<file path="src/include/tec_map.svh">
// Purpose: register offsets, field positions and reset values of the timer channel
// Assumes: 32-bit APB data, one aligned word per register
// Notes:   definitions only
`ifndef TEC_MAP_SVH
`define TEC_MAP_SVH

// ----------------------------------------------------------------
// offsets
// ----------------------------------------------------------------
`define TEC_MODE_OFS     8'h00
`define TEC_CTRL_OFS     8'h04
`define TEC_COUNT_OFS    8'h08
`define TEC_STATUS_OFS   8'h0c

// ----------------------------------------------------------------
// fields
// ----------------------------------------------------------------
`define TEC_MODE_SEL_LSB 0
`define TEC_PULSE_BIT    2
`define TEC_POL_BIT      3
`define TEC_UDSRC_BIT    4
`define TEC_TWOPH_BIT    6
`define TEC_START_BIT    0
`define TEC_UDFLAG_BIT   1

// ----------------------------------------------------------------
// reset values
// ----------------------------------------------------------------
`define TEC_MODE_RST     8'h00
`define TEC_COUNT_RST    16'h0000
`define TEC_ALL_ONES     16'hffff

`endif

</file>
<file path="src/include/tec_pkg.sv">
// Purpose: types shared by the timer channel files
// Assumes: nothing
// Notes:   constants live in tec_map.svh
package tec_pkg;

  typedef enum logic [1:0] {
    timer_mode = 2'b00,
    event_mode = 2'b01
  } op_mode_t;

endpackage

</file>
<file path="src/verilog/pin_sync.sv">
// Purpose: two-flop synchroniser for asynchronous pin levels
// Assumes: inputs are levels, not pulses
// Notes:   only the second stage is visible outside
`timescale 1ns/1ps
`default_nettype none

module pin_sync #(
  parameter int WIDTH = 2
) (
  input  wire logic             ref_clk,
  input  wire logic             rst_b,
  input  wire logic [WIDTH-1:0] async_in,
  output logic      [WIDTH-1:0] sync_out
);

  logic [WIDTH-1:0] stage1;

  always_ff @(posedge ref_clk or negedge rst_b) begin
    if (!rst_b) begin
      stage1   <= '0;
      sync_out <= '0;
    end else begin
      stage1   <= async_in;
      sync_out <= stage1;
    end
  end

endmodule // pin_sync

`default_nettype wire

</file>
<file path="src/verilog/edge_decode.sv">
// Purpose: turns synchronised pin levels into count steps and a two-phase direction
// Assumes: inputs already synchronised to ref_clk
// Notes:   two-phase counts on both edges of phase a, direction from phase b
`timescale 1ns/1ps
`default_nettype none

module edge_decode (
  input  wire logic ref_clk,
  input  wire logic rst_b,
  input  wire logic phase_a_pin,
  input  wire logic phase_b_pin,
  input  wire logic rising_sel,
  input  wire logic two_phase,
  output logic      step,
  output logic      step_up
);

  logic prev_a;
  logic next_prev_a;
  logic rise_a;
  logic fall_a;

  always_comb begin
    next_prev_a = phase_a_pin;
    rise_a      = phase_a_pin && !prev_a;
    fall_a      = !phase_a_pin && prev_a;
    if (two_phase) begin
      step    = rise_a || fall_a;
      // a leads b: up; b leads a: down
      step_up = rise_a ? !phase_b_pin : phase_b_pin;
    end else begin
      step    = rising_sel ? rise_a : fall_a;
      step_up = 1'b0;
    end
  end

  always_ff @(posedge ref_clk or negedge rst_b) begin
    if (!rst_b) begin
      prev_a <= 1'b0;
    end else begin
      prev_a <= next_prev_a;
    end
  end

endmodule // edge_decode

`default_nettype wire

</file>
<file path="src/verilog/timer_event_counter_channel.sv">
// Purpose: one 16-bit timer / event counter channel with APB registers
// Assumes: APB master keeps psel/penable protocol; pins are asynchronous
// Notes:   zero-wait APB; read data captured in the setup cycle
//
// Behaviour
// - pulse select set forces the out pin to pulse output, ignoring port direction, except in two-phase processing.
// - in timer mode with pulse output, out level toggles every underflow.
// - with start flag zero the pulse output stays low.
// - counter reads give live count, except all ones in a reload cycle.
// - counter written while stopped reads back the written value.
// - mode bits 1:0 equal to 01 select event counter mode.
// - event mode counts falling or rising edges of the input pin.
// - single-phase direction comes from software flag or steering pin.
// - on under/overflow the reload value is loaded and counting continues.
// - division ratio n+1 counting down, ffff-n+1 counting up.
// - start flag one runs the counter, zero halts it.
// - event mode raises interrupt request at each under/overflow.
// - out pin is general I/O, pulse output or steering input by configuration.
// - counter write while stopped updates reload and counter.
// - counter write while running updates only reload; counter takes it at reload.
// - two-phase channels count a pulse pair from both pins, direction from signals.
// - two-phase processing makes both pins inputs.
// - polarity bit zero counts falling edges, one rising edges.
// - up-down factor bit zero uses software flag, one uses out pin level.
// - software flag zero counts down, one counts up.
// - steering pin low counts down, high up; change applies at next valid edge.
//
// The implementer's own choices: register access over APB and the register offsets.
`timescale 1ns/1ps
`default_nettype none
`include "tec_map.svh"

module timer_event_counter_channel #(
  parameter bit TWO_PHASE_OK = 1'b1
) (
  input  wire logic        ref_clk,
  input  wire logic        rst_b,
  input  wire logic        psel,
  input  wire logic        penable,
  input  wire logic        pwrite,
  input  wire logic [7:0]  paddr,
  input  wire logic [31:0] pwdata,
  output logic      [31:0] prdata,
  output logic             pready,
  output logic             pslverr,
  input  wire logic        timer_in_pin,
  input  wire logic        timer_out_pin_i,
  output logic             timer_out_pin_o,
  output logic             timer_out_pin_oe_b,
  input  wire logic        port_dir,
  input  wire logic        port_data,
  output logic             irq_req
);

  // ----------------------------------------------------------------
  // decode helpers
  // ----------------------------------------------------------------
  function automatic logic reg_hit(input logic [7:0] addr);
    reg_hit = (addr == `TEC_MODE_OFS) || (addr == `TEC_CTRL_OFS) ||
              (addr == `TEC_COUNT_OFS) || (addr == `TEC_STATUS_OFS);
  endfunction

  // ----------------------------------------------------------------
  // state
  // ----------------------------------------------------------------
  logic [7:0]  mode_reg;
  logic        start;
  logic        ud_flag;
  logic [15:0] cnt;
  logic [15:0] reload;
  logic        pulse_lvl;
  logic        last_up;
  logic [31:0] next_prdata;
  logic [7:0]  next_mode_reg;
  logic        next_start;
  logic        next_ud_flag;
  logic [15:0] next_cnt;
  logic [15:0] next_reload;
  logic        next_pulse_lvl;
  logic        next_last_up;
  logic        next_irq_req;

  logic [1:0]  pins_sync;
  logic        in_sync;
  logic        out_sync;
  logic        ev_step;
  logic        ev_up;

  tec_pkg::op_mode_t op_mode;
  logic        pulse_sel;
  logic        rising_sel;
  logic        ud_from_pin;
  logic        two_phase;
  logic        step;
  logic        up;
  logic        wrap;
  logic        wr;
  logic        rd_setup;

  assign op_mode     = tec_pkg::op_mode_t'(mode_reg[`TEC_MODE_SEL_LSB +: 2]);
  assign pulse_sel   = mode_reg[`TEC_PULSE_BIT];
  assign rising_sel  = mode_reg[`TEC_POL_BIT];
  assign ud_from_pin = mode_reg[`TEC_UDSRC_BIT];
  assign two_phase   = TWO_PHASE_OK && (op_mode == tec_pkg::event_mode) && mode_reg[`TEC_TWOPH_BIT];
  assign in_sync     = pins_sync[0];
  assign out_sync    = pins_sync[1];

  // ----------------------------------------------------------------
  // pin inputs
  // ----------------------------------------------------------------
  pin_sync #(
    .WIDTH(2)
  ) u_sync (
    .ref_clk (ref_clk),
    .rst_b   (rst_b),
    .async_in({timer_out_pin_i, timer_in_pin}),
    .sync_out(pins_sync)
  );

  edge_decode u_edge (
    .ref_clk    (ref_clk),
    .rst_b      (rst_b),
    .phase_a_pin(in_sync),
    .phase_b_pin(out_sync),
    .rising_sel (rising_sel),
    .two_phase  (two_phase),
    .step       (ev_step),
    .step_up    (ev_up)
  );

  // ----------------------------------------------------------------
  // count engine
  // ----------------------------------------------------------------
  always_comb begin
    unique case (op_mode)
      tec_pkg::timer_mode: begin
        // count source prescaling is outside this channel
        step = 1'b1;
        up   = 1'b0;
      end
      tec_pkg::event_mode: begin
        step = ev_step;
        if (two_phase) begin
          up = ev_up;
        end else begin
          up = ud_from_pin ? out_sync : ud_flag;
        end
      end
      default: begin
        // remaining modes are not implemented: hold
        step = 1'b0;
        up   = 1'b0;
      end
    endcase
  end

  // wrap at 0 going down or ffff going up gives ratios n+1 and ffff-n+1
  assign wrap = start && step && (up ? (cnt == `TEC_ALL_ONES) : (cnt == `TEC_COUNT_RST));
  assign wr       = psel && penable && pwrite;
  assign rd_setup = psel && !penable && !pwrite;

  always_comb begin
    next_mode_reg  = mode_reg;
    next_start     = start;
    next_ud_flag   = ud_flag;
    next_cnt       = cnt;
    next_reload    = reload;
    next_last_up   = last_up;
    next_prdata    = prdata;
    next_irq_req   = wrap;
    if (wr && paddr == `TEC_MODE_OFS) begin
      next_mode_reg = pwdata[7:0];
    end
    if (wr && paddr == `TEC_CTRL_OFS) begin
      next_start   = pwdata[`TEC_START_BIT];
      next_ud_flag = pwdata[`TEC_UDFLAG_BIT];
    end
    if (start && step) begin
      next_last_up = up;
      if (wrap) begin
        next_cnt = reload;
      end else if (up) begin
        next_cnt = cnt + 16'h0001;
      end else begin
        next_cnt = cnt - 16'h0001;
      end
    end
    if (wr && paddr == `TEC_COUNT_OFS) begin
      next_reload = pwdata[15:0];
      if (!start) begin
        next_cnt = pwdata[15:0];
      end
    end
    // level toggles on each wrap, forced low while halted
    if (!next_start) begin
      next_pulse_lvl = 1'b0;
    end else begin
      next_pulse_lvl = pulse_lvl ^ wrap;
    end
    if (rd_setup) begin
      unique case (paddr)
        `TEC_MODE_OFS:   next_prdata = {24'h000000, mode_reg};
        `TEC_CTRL_OFS:   next_prdata = {30'h0, ud_flag, start};
        // the count is being replaced in a reload cycle
        `TEC_COUNT_OFS:  next_prdata = {16'h0000, wrap ? `TEC_ALL_ONES : cnt};
        `TEC_STATUS_OFS: next_prdata = {29'h0, last_up, start, pulse_lvl};
        default:         next_prdata = 32'h00000000;
      endcase
    end
  end

  always_ff @(posedge ref_clk or negedge rst_b) begin
    if (!rst_b) begin
      mode_reg  <= `TEC_MODE_RST;
      start     <= 1'b0;
      ud_flag   <= 1'b0;
      cnt       <= `TEC_COUNT_RST;
      reload    <= `TEC_COUNT_RST;
      pulse_lvl <= 1'b0;
      last_up   <= 1'b0;
      prdata    <= 32'h00000000;
      irq_req   <= 1'b0;
    end else begin
      mode_reg  <= next_mode_reg;
      start     <= next_start;
      ud_flag   <= next_ud_flag;
      cnt       <= next_cnt;
      reload    <= next_reload;
      pulse_lvl <= next_pulse_lvl;
      last_up   <= next_last_up;
      prdata    <= next_prdata;
      irq_req   <= next_irq_req;
    end
  end

  // ----------------------------------------------------------------
  // bus answer and pin drive
  // ----------------------------------------------------------------
  assign pready  = 1'b1;
  assign pslverr = psel && penable && !reg_hit(paddr);

  always_comb begin
    if (two_phase) begin
      timer_out_pin_oe_b = 1'b1;
      timer_out_pin_o    = 1'b0;
    end else if (pulse_sel) begin
      timer_out_pin_oe_b = 1'b0;
      timer_out_pin_o    = pulse_lvl;
    end else if (op_mode == tec_pkg::event_mode && ud_from_pin) begin
      timer_out_pin_oe_b = 1'b1;
      timer_out_pin_o    = 1'b0;
    end else begin
      timer_out_pin_oe_b = !port_dir;
      timer_out_pin_o    = port_data;
    end
  end

  // ----------------------------------------------------------------
  // checks
  // ----------------------------------------------------------------
  pulse_override_a: assert property (@(posedge ref_clk) disable iff (!rst_b)
    (pulse_sel && !two_phase) |-> (!timer_out_pin_oe_b && timer_out_pin_o == pulse_lvl))
    else $error("pulse select did not take the pin");

  pulse_toggle_a: assert property (@(posedge ref_clk) disable iff (!rst_b)
    (wrap && next_start) |=> (pulse_lvl != $past(pulse_lvl)))
    else $error("pulse level did not toggle on wrap");

  stop_low_a: assert property (@(posedge ref_clk) disable iff (!rst_b)
    (!start) |-> (!pulse_lvl))
    else $error("pulse high while halted");

  reload_read_a: assert property (@(posedge ref_clk) disable iff (!rst_b)
    (rd_setup && paddr == `TEC_COUNT_OFS && wrap) |=> (prdata == 32'h0000ffff))
    else $error("reload cycle read not all ones");

  live_read_a: assert property (@(posedge ref_clk) disable iff (!rst_b)
    (rd_setup && paddr == `TEC_COUNT_OFS && !wrap) |=> (prdata[15:0] == $past(cnt)))
    else $error("count read not live");

  stopped_write_a: assert property (@(posedge ref_clk) disable iff (!rst_b)
    (wr && paddr == `TEC_COUNT_OFS && !start) |=> (cnt == $past(pwdata[15:0]) && reload == cnt))
    else $error("stopped write missed counter");

  running_write_a: assert property (@(posedge ref_clk) disable iff (!rst_b)
    (wr && paddr == `TEC_COUNT_OFS && start && !step) |=> (cnt == $past(cnt)))
    else $error("running write touched counter");

  down_step_a: assert property (@(posedge ref_clk) disable iff (!rst_b)
    (start && step && !up && cnt != 16'h0000) |=> (cnt == $past(cnt) - 16'h0001))
    else $error("down count wrong");

  wrap_reload_a: assert property (@(posedge ref_clk) disable iff (!rst_b)
    (wrap) |=> (cnt == $past(reload) && irq_req))
    else $error("wrap did not reload");

  halt_hold_a: assert property (@(posedge ref_clk) disable iff (!rst_b)
    (!start && !wr) |=> (cnt == $past(cnt)))
    else $error("counter moved while halted");

  two_phase_in_a: assert property (@(posedge ref_clk) disable iff (!rst_b)
    (two_phase) |-> (timer_out_pin_oe_b))
    else $error("pin driven in two-phase");

endmodule // timer_event_counter_channel

`default_nettype wire

</file>
<file path="config.mk">
export PLATFORM = sky130hd
export DESIGN_NAME = timer_event_counter_channel
export DESIGN_NICKNAME = d
export VERILOG_FILES = /design/src/include/tec_pkg.sv /design/src/verilog/pin_sync.sv /design/src/verilog/edge_decode.sv /design/src/verilog/timer_event_counter_channel.sv
export VERILOG_INCLUDE_DIRS = /design/src /design/src/include
export SDC_FILE = /design/constraint.sdc
export NUM_CORES = 1
export LEC_CHECK = 0
export BUFFER_PORTS_ARGS = -buffer_cell sky130_fd_sc_hd__buf_2
export CORE_MARGIN = 2
export CORE_UTILIZATION = 40
export CTS_CLUSTER_DIAMETER = 30
export DETAILED_ROUTE_END_ITERATION = 7
export SYNTH_ARGS = -nofsm -noshare
export SYNTH_HDL_FRONTEND = slang
export SYNTH_SLANG_ARGS = --single-unit
</file>
<file path="constraint.sdc">
create_clock -name ref_clk -period 9.2 [get_ports ref_clk]
set_input_delay 0.46 -clock ref_clk [delete_from_list [all_inputs] [get_ports ref_clk]]
set_output_delay 0.46 -clock ref_clk [all_outputs]
set_load 0.05 [all_outputs]
</file>
==> impl_table.tex <==
\begin{tabular}{lr}
\hline
Metric & Value \\
\hline
\multicolumn{2}{l}{\textbf{Setup path}} \\
Type of destination of the critical path & flip-flop \\
Data required, critical path & 9.46 ns \\
Type of the worst setup path & reg2reg \\
Maximum fanout along the worst path & 20 \\
Setup crit start & u\_edge.prev\_a \\
Launch point of the worst reg-to-reg path & u\_edge.prev\_a \\
Critical Path Source Type & flip-flop \\
Arrival time at the worst endpoint & 4.06 ns \\
\multicolumn{2}{l}{\textbf{CTS}} \\
Clock buffers created by TritonCTS & 9 \\
Number of gates resized after cts & 0 \\
Root buffer selected by CTS & sky130\_fd\_sc\_hd\_\_clkbuf\_8 \\
Clock tree from TritonCTS & built \\
Hold-fix buffers at CTS & 0 \\
Post-CTS setup buffers & 0 \\
Clk\_lat worst skew & 0.35 ns \\
Number of H-tree levels & 3 \\
Count of clock tree sinks & 66 \\
Buffers from clock root to sink, at most & 2 \\
Clock slew at reported path FFs & 0.08 ns \\
\multicolumn{2}{l}{\textbf{Synthesis}} \\
Main combinational cell family by area after synthesis & compound AO/OA/AOI/OAI gates \\
Portion of synthesized cell area occupied by the leading cell type & 40.3\% \\
Largest cells by area after synthesis & sky130\_fd\_sc\_hd\_\_dfrtp\_1 (40\%), sky130\_fd\_sc\_hd\_\_mux2\_2 (8.0\%), sky130\_fd\_sc\_hd\_\_ha\_1 (5.5\%) \\
Number of flops mapped to enable cells by yosys & 0 \\
Number of distinct library cells after synthesis & 56 \\
Summed instance area of the synthesized netlist & 4100 µm² \\
Count of mapped cells out of synthesis & 428 \\
Mux share of post-synthesis cell area & 10.9\% \\
Most used flip-flop cell after synthesis & sky130\_fd\_sc\_hd\_\_dfrtp\_1 \\
Biggest area consumer among synthesized cells & sky130\_fd\_sc\_hd\_\_dfrtp\_1 \\
Yosys warns & 0 \\
Compound-cell area share of the yosys netlist & 18.8\% \\
Sequential-to-total area share from yosys stat & 40.3\% \\
FFs w/ async S/R, synth & 100\% \\
Xor and xnor fraction of the mapped netlist area & 2.57\% \\
Adder-Cell Fraction of Synth Area & 5.99\% \\
Avg Cell Area, Syn & 9.57 µm² \\
Basic-gate share of the synthesized area counting and, or, nand and nor cells & 15.4\% \\
Flip-flop and latch count after synthesis & 66 \\
\multicolumn{2}{l}{\textbf{Global routing}} \\
Maximum number of pins on one net before global-route repair & 67 \\
Layer with the highest usage & met2 \\
Via count of the first global-routing pass & 3277 \\
Wire length of the first global-routing pass & 16.6 mm \\
Overflow left after global routing & 0 \\
Met3 Use GR & 4.05\% \\
Met2 routing resource usage after global routing & 29.4\% \\
Routing usage on met1 & 25.6\% \\
Antenna violations before repair & 0 \\
Overall global routing resource usage & 18.7\% \\
\multicolumn{2}{l}{\textbf{Power and ir drop}} \\
Internal cell power & 0.592 mW \\
Power share of the sequential group & 38.4\% \\
Maximum vdd ir drop & 0.0000868 V \\
Switching power & 0.311 mW \\
Logic pwr share & 29.4\% \\
PwrDens & 194 nW/µm² \\
Pwr Total & 0.903 mW \\
Clock share of power & 32.2\% \\
Cell leakage power & 2.23 nW \\
Switching power as a share of total power & 34.4\% \\
\multicolumn{2}{l}{\textbf{Die}} \\
Initial core utilization & 41.5\% \\
Core region area & 9860 µm² \\
Number of top-level design ports & 86 \\
Overall die area & 11100 µm² \\
Cell Rows & 36 \\
Die boundary width & 105 µm \\
Vertical extent of the die & 105 µm \\
\multicolumn{2}{l}{\textbf{STA}} \\
RSZ-0062 raised after global routing & no \\
Number of hold-slack violations in the final timing report & 0 \\
Final-layout setup total negative slack & 0 ns \\
Slew at the pin closest to its max-slew limit & 1.19 ns \\
Hold WS & 0.206 ns \\
Number of failing setup endpoints in the final timing report & 0 \\
Post-route minimum period & 3.80 ns \\
Worst slew slack as a fraction of its limit & 21.0\% \\
Number of pins exceeding their max-slew limit in the final report & 0 \\
Final period util & 41.3\% \\
Maximum clock skew at final layout & 0.00564 ns \\
Peak Freq & 263 MHz \\
\multicolumn{2}{l}{\textbf{Routing}} \\
Router iterations before antenna repair & 4 \\
Residual antenna-violating net count after detailed routing & 0 \\
Overall via count from detail\_route & 3328 \\
Total wirelength of the detailed-routed design & 9.85 mm \\
Post-detailed-route wirelength per cell & 16.0 µm \\
Vias per inst & 5.40 \\
Number of DRC markers after the initial detailed-route iteration & 125 \\
Remaining design rule violation count & 0 \\
\multicolumn{2}{l}{\textbf{Outcome}} \\
Result of the run & completed \\
\multicolumn{2}{l}{\textbf{Min path}} \\
Worst Hold Class & in2reg \\
Startpoint of the lowest-slack hold path & timer\_in\_pin \\
\multicolumn{2}{l}{\textbf{Layout}} \\
Number of inserted diodes & 0 \\
Final std cells w/o fill & 616 \\
Biggest regs & cnt: 16 flops, prdata: 16 flops, reload: 16 flops \\
Signed area change from the synthesized netlist to the final layout & 13.6\% \\
Final instance area & 4650 µm² \\
Net total in the final layout & 546 \\
Share of cells above drive strength 1 & 23.4\% \\
\multicolumn{2}{l}{\textbf{Placement}} \\
Half-perimeter wire length after placement & 7.02 mm \\
Global placer's final weighted congestion & 0.882 \\
Quantity of I/O buffers inserted on ports & 52 \\
Cell Area, Placed & 4420 µm² \\
Post-placement cell count & 600 \\
\multicolumn{2}{l}{\textbf{Job}} \\
Number of maximum-capacitance constraint violations & 0 \\
\hline
\end{tabular}
==> metrics by stage <==
step	setup slack (ns)	utilization, %
6_report	5.40	47.2
5_1_grt	5.15	47.2
4_1_cts	5.40	47.2
3_5_place_dp	5.44	44.8
3_3_place_gp	5.48	44.8
2_1_floorplan	5.99	-
==> per-layer routing <==
metal | part of all wire, % | wire, µm
met1 | 48 | 4760
met2 | 47 | 4610
met3 | 4.1 | 399
met4 | 0.79 | 78
met5 | 0 | 0
==> path summary, 6_finish.rpt <==
kind / end / slack, ns / depth (start not counted)
setup / recovery: cnt[15] / 5.40 / 12
hold / removal: u_sync.stage1[0] / 0.21 / 1
setup reg to reg: cnt[15] / 5.40 / 12
hold reg to reg: u_sync.sync_out[1] / 0.36 / 0
max in group asynchronous: cnt[13] / 8.37 / 2
min in group asynchronous: u_sync.stage1[1] / 0.29 / 2
==> cell type report <==
| cell class | count | area (µm²) |
|---|---|---|
| inverter | 10 | 37.5 |
| clock inverter | 5 | 85.1 |
| fill | 962 | 5210 |
| sequential | 66 | 1650 |
| tap | 133 | 166 |
| timing repair buffer | 57 | 298 |
| clock buffer | 11 | 151 |
| multi-input combinational | 334 | 2260 |
==> power by group through the flow <==
stage          Sequential [mW]  Clock [mW]  Combinational (mW)
2_1_floorplan            0.339           0               0.213
3_3_place_gp             0.352           0               0.257
3_5_place_dp             0.352           0               0.262
4_1_cts                  0.346       0.299               0.265
5_1_grt                  0.350       0.312               0.300
6_report                 0.347       0.291               0.265
==> critical path: stages, from the launching register on <==
cell and delay (ns):
sky130_fd_sc_hd__dfrtp_1 0.36, sky130_fd_sc_hd__inv_1 0.05, sky130_fd_sc_hd__ha_1 0.21, sky130_fd_sc_hd__xor2_1 0.15, sky130_fd_sc_hd__a22oi_2 0.92, sky130_fd_sc_hd__ha_1 0.42, sky130_fd_sc_hd__a211oi_2 0.23, sky130_fd_sc_hd__or2_2 0.17
sky130_fd_sc_hd__a31oi_1 0.12, sky130_fd_sc_hd__or4b_1 0.54, sky130_fd_sc_hd__a31oi_2 0.20, sky130_fd_sc_hd__xnor2_1 0.10, sky130_fd_sc_hd__a211oi_2 0.23
==> cells in the final DEF (no fill, tap or decap), types with 4 or more instances in the layout <==
cell                       count
sky130_fd_sc_hd__dfrtp_1      66
sky130_fd_sc_hd__buf_2        52
sky130_fd_sc_hd__o21ai_0      44
sky130_fd_sc_hd__nand2_1      41
sky130_fd_sc_hd__mux2_2       29
sky130_fd_sc_hd__a21oi_1      26
sky130_fd_sc_hd__nor2_1       24
sky130_fd_sc_hd__ha_1         18
sky130_fd_sc_hd__conb_1       17
sky130_fd_sc_hd__nand3_1      11
sky130_fd_sc_hd__mux2i_1      11
sky130_fd_sc_hd__clkbuf_8     11
sky130_fd_sc_hd__inv_1        10
sky130_fd_sc_hd__o211ai_1      8
sky130_fd_sc_hd__xnor2_1       8
sky130_fd_sc_hd__o21a_1        7
sky130_fd_sc_hd__nand4_1       5
sky130_fd_sc_hd__nor4_1        5
sky130_fd_sc_hd__nor3_1        5
sky130_fd_sc_hd__a22oi_1       5
sky130_fd_sc_hd__buf_4         5
sky130_fd_sc_hd__nor3b_1       4
sky130_fd_sc_hd__xor2_1        4
sky130_fd_sc_hd__nor2b_1       4
sky130_fd_sc_hd__a21o_1        4
sky130_fd_sc_hd__a31oi_1       4
==> cell usage after synthesis, types with 6 or more instances <==
library cell               number
sky130_fd_sc_hd__mux2i_1       12
sky130_fd_sc_hd__dfrtp_1       66
sky130_fd_sc_hd__xnor2_1        8
sky130_fd_sc_hd__ha_1          18
sky130_fd_sc_hd__o21a_1         7
sky130_fd_sc_hd__nor2_1        24
sky130_fd_sc_hd__o211ai_1       8
sky130_fd_sc_hd__mux2_2        29
sky130_fd_sc_hd__nand3_1       11
sky130_fd_sc_hd__inv_1         10
sky130_fd_sc_hd__buf_2          7
sky130_fd_sc_hd__buf_4         19
sky130_fd_sc_hd__nand2_1       41
sky130_fd_sc_hd__clkbuf_1       6
sky130_fd_sc_hd__o21ai_0       44
sky130_fd_sc_hd__a21oi_1       26
==> kinds of logic after synthesis <==
family	count (synthesis)
buf+inv	43
mux	41
flops	66
xor+xnor	12
fa+ha+maj	19
compound gates	121
other cells	2
simple gates	124
Note: power is estimated with default switching activity, not from simulation.
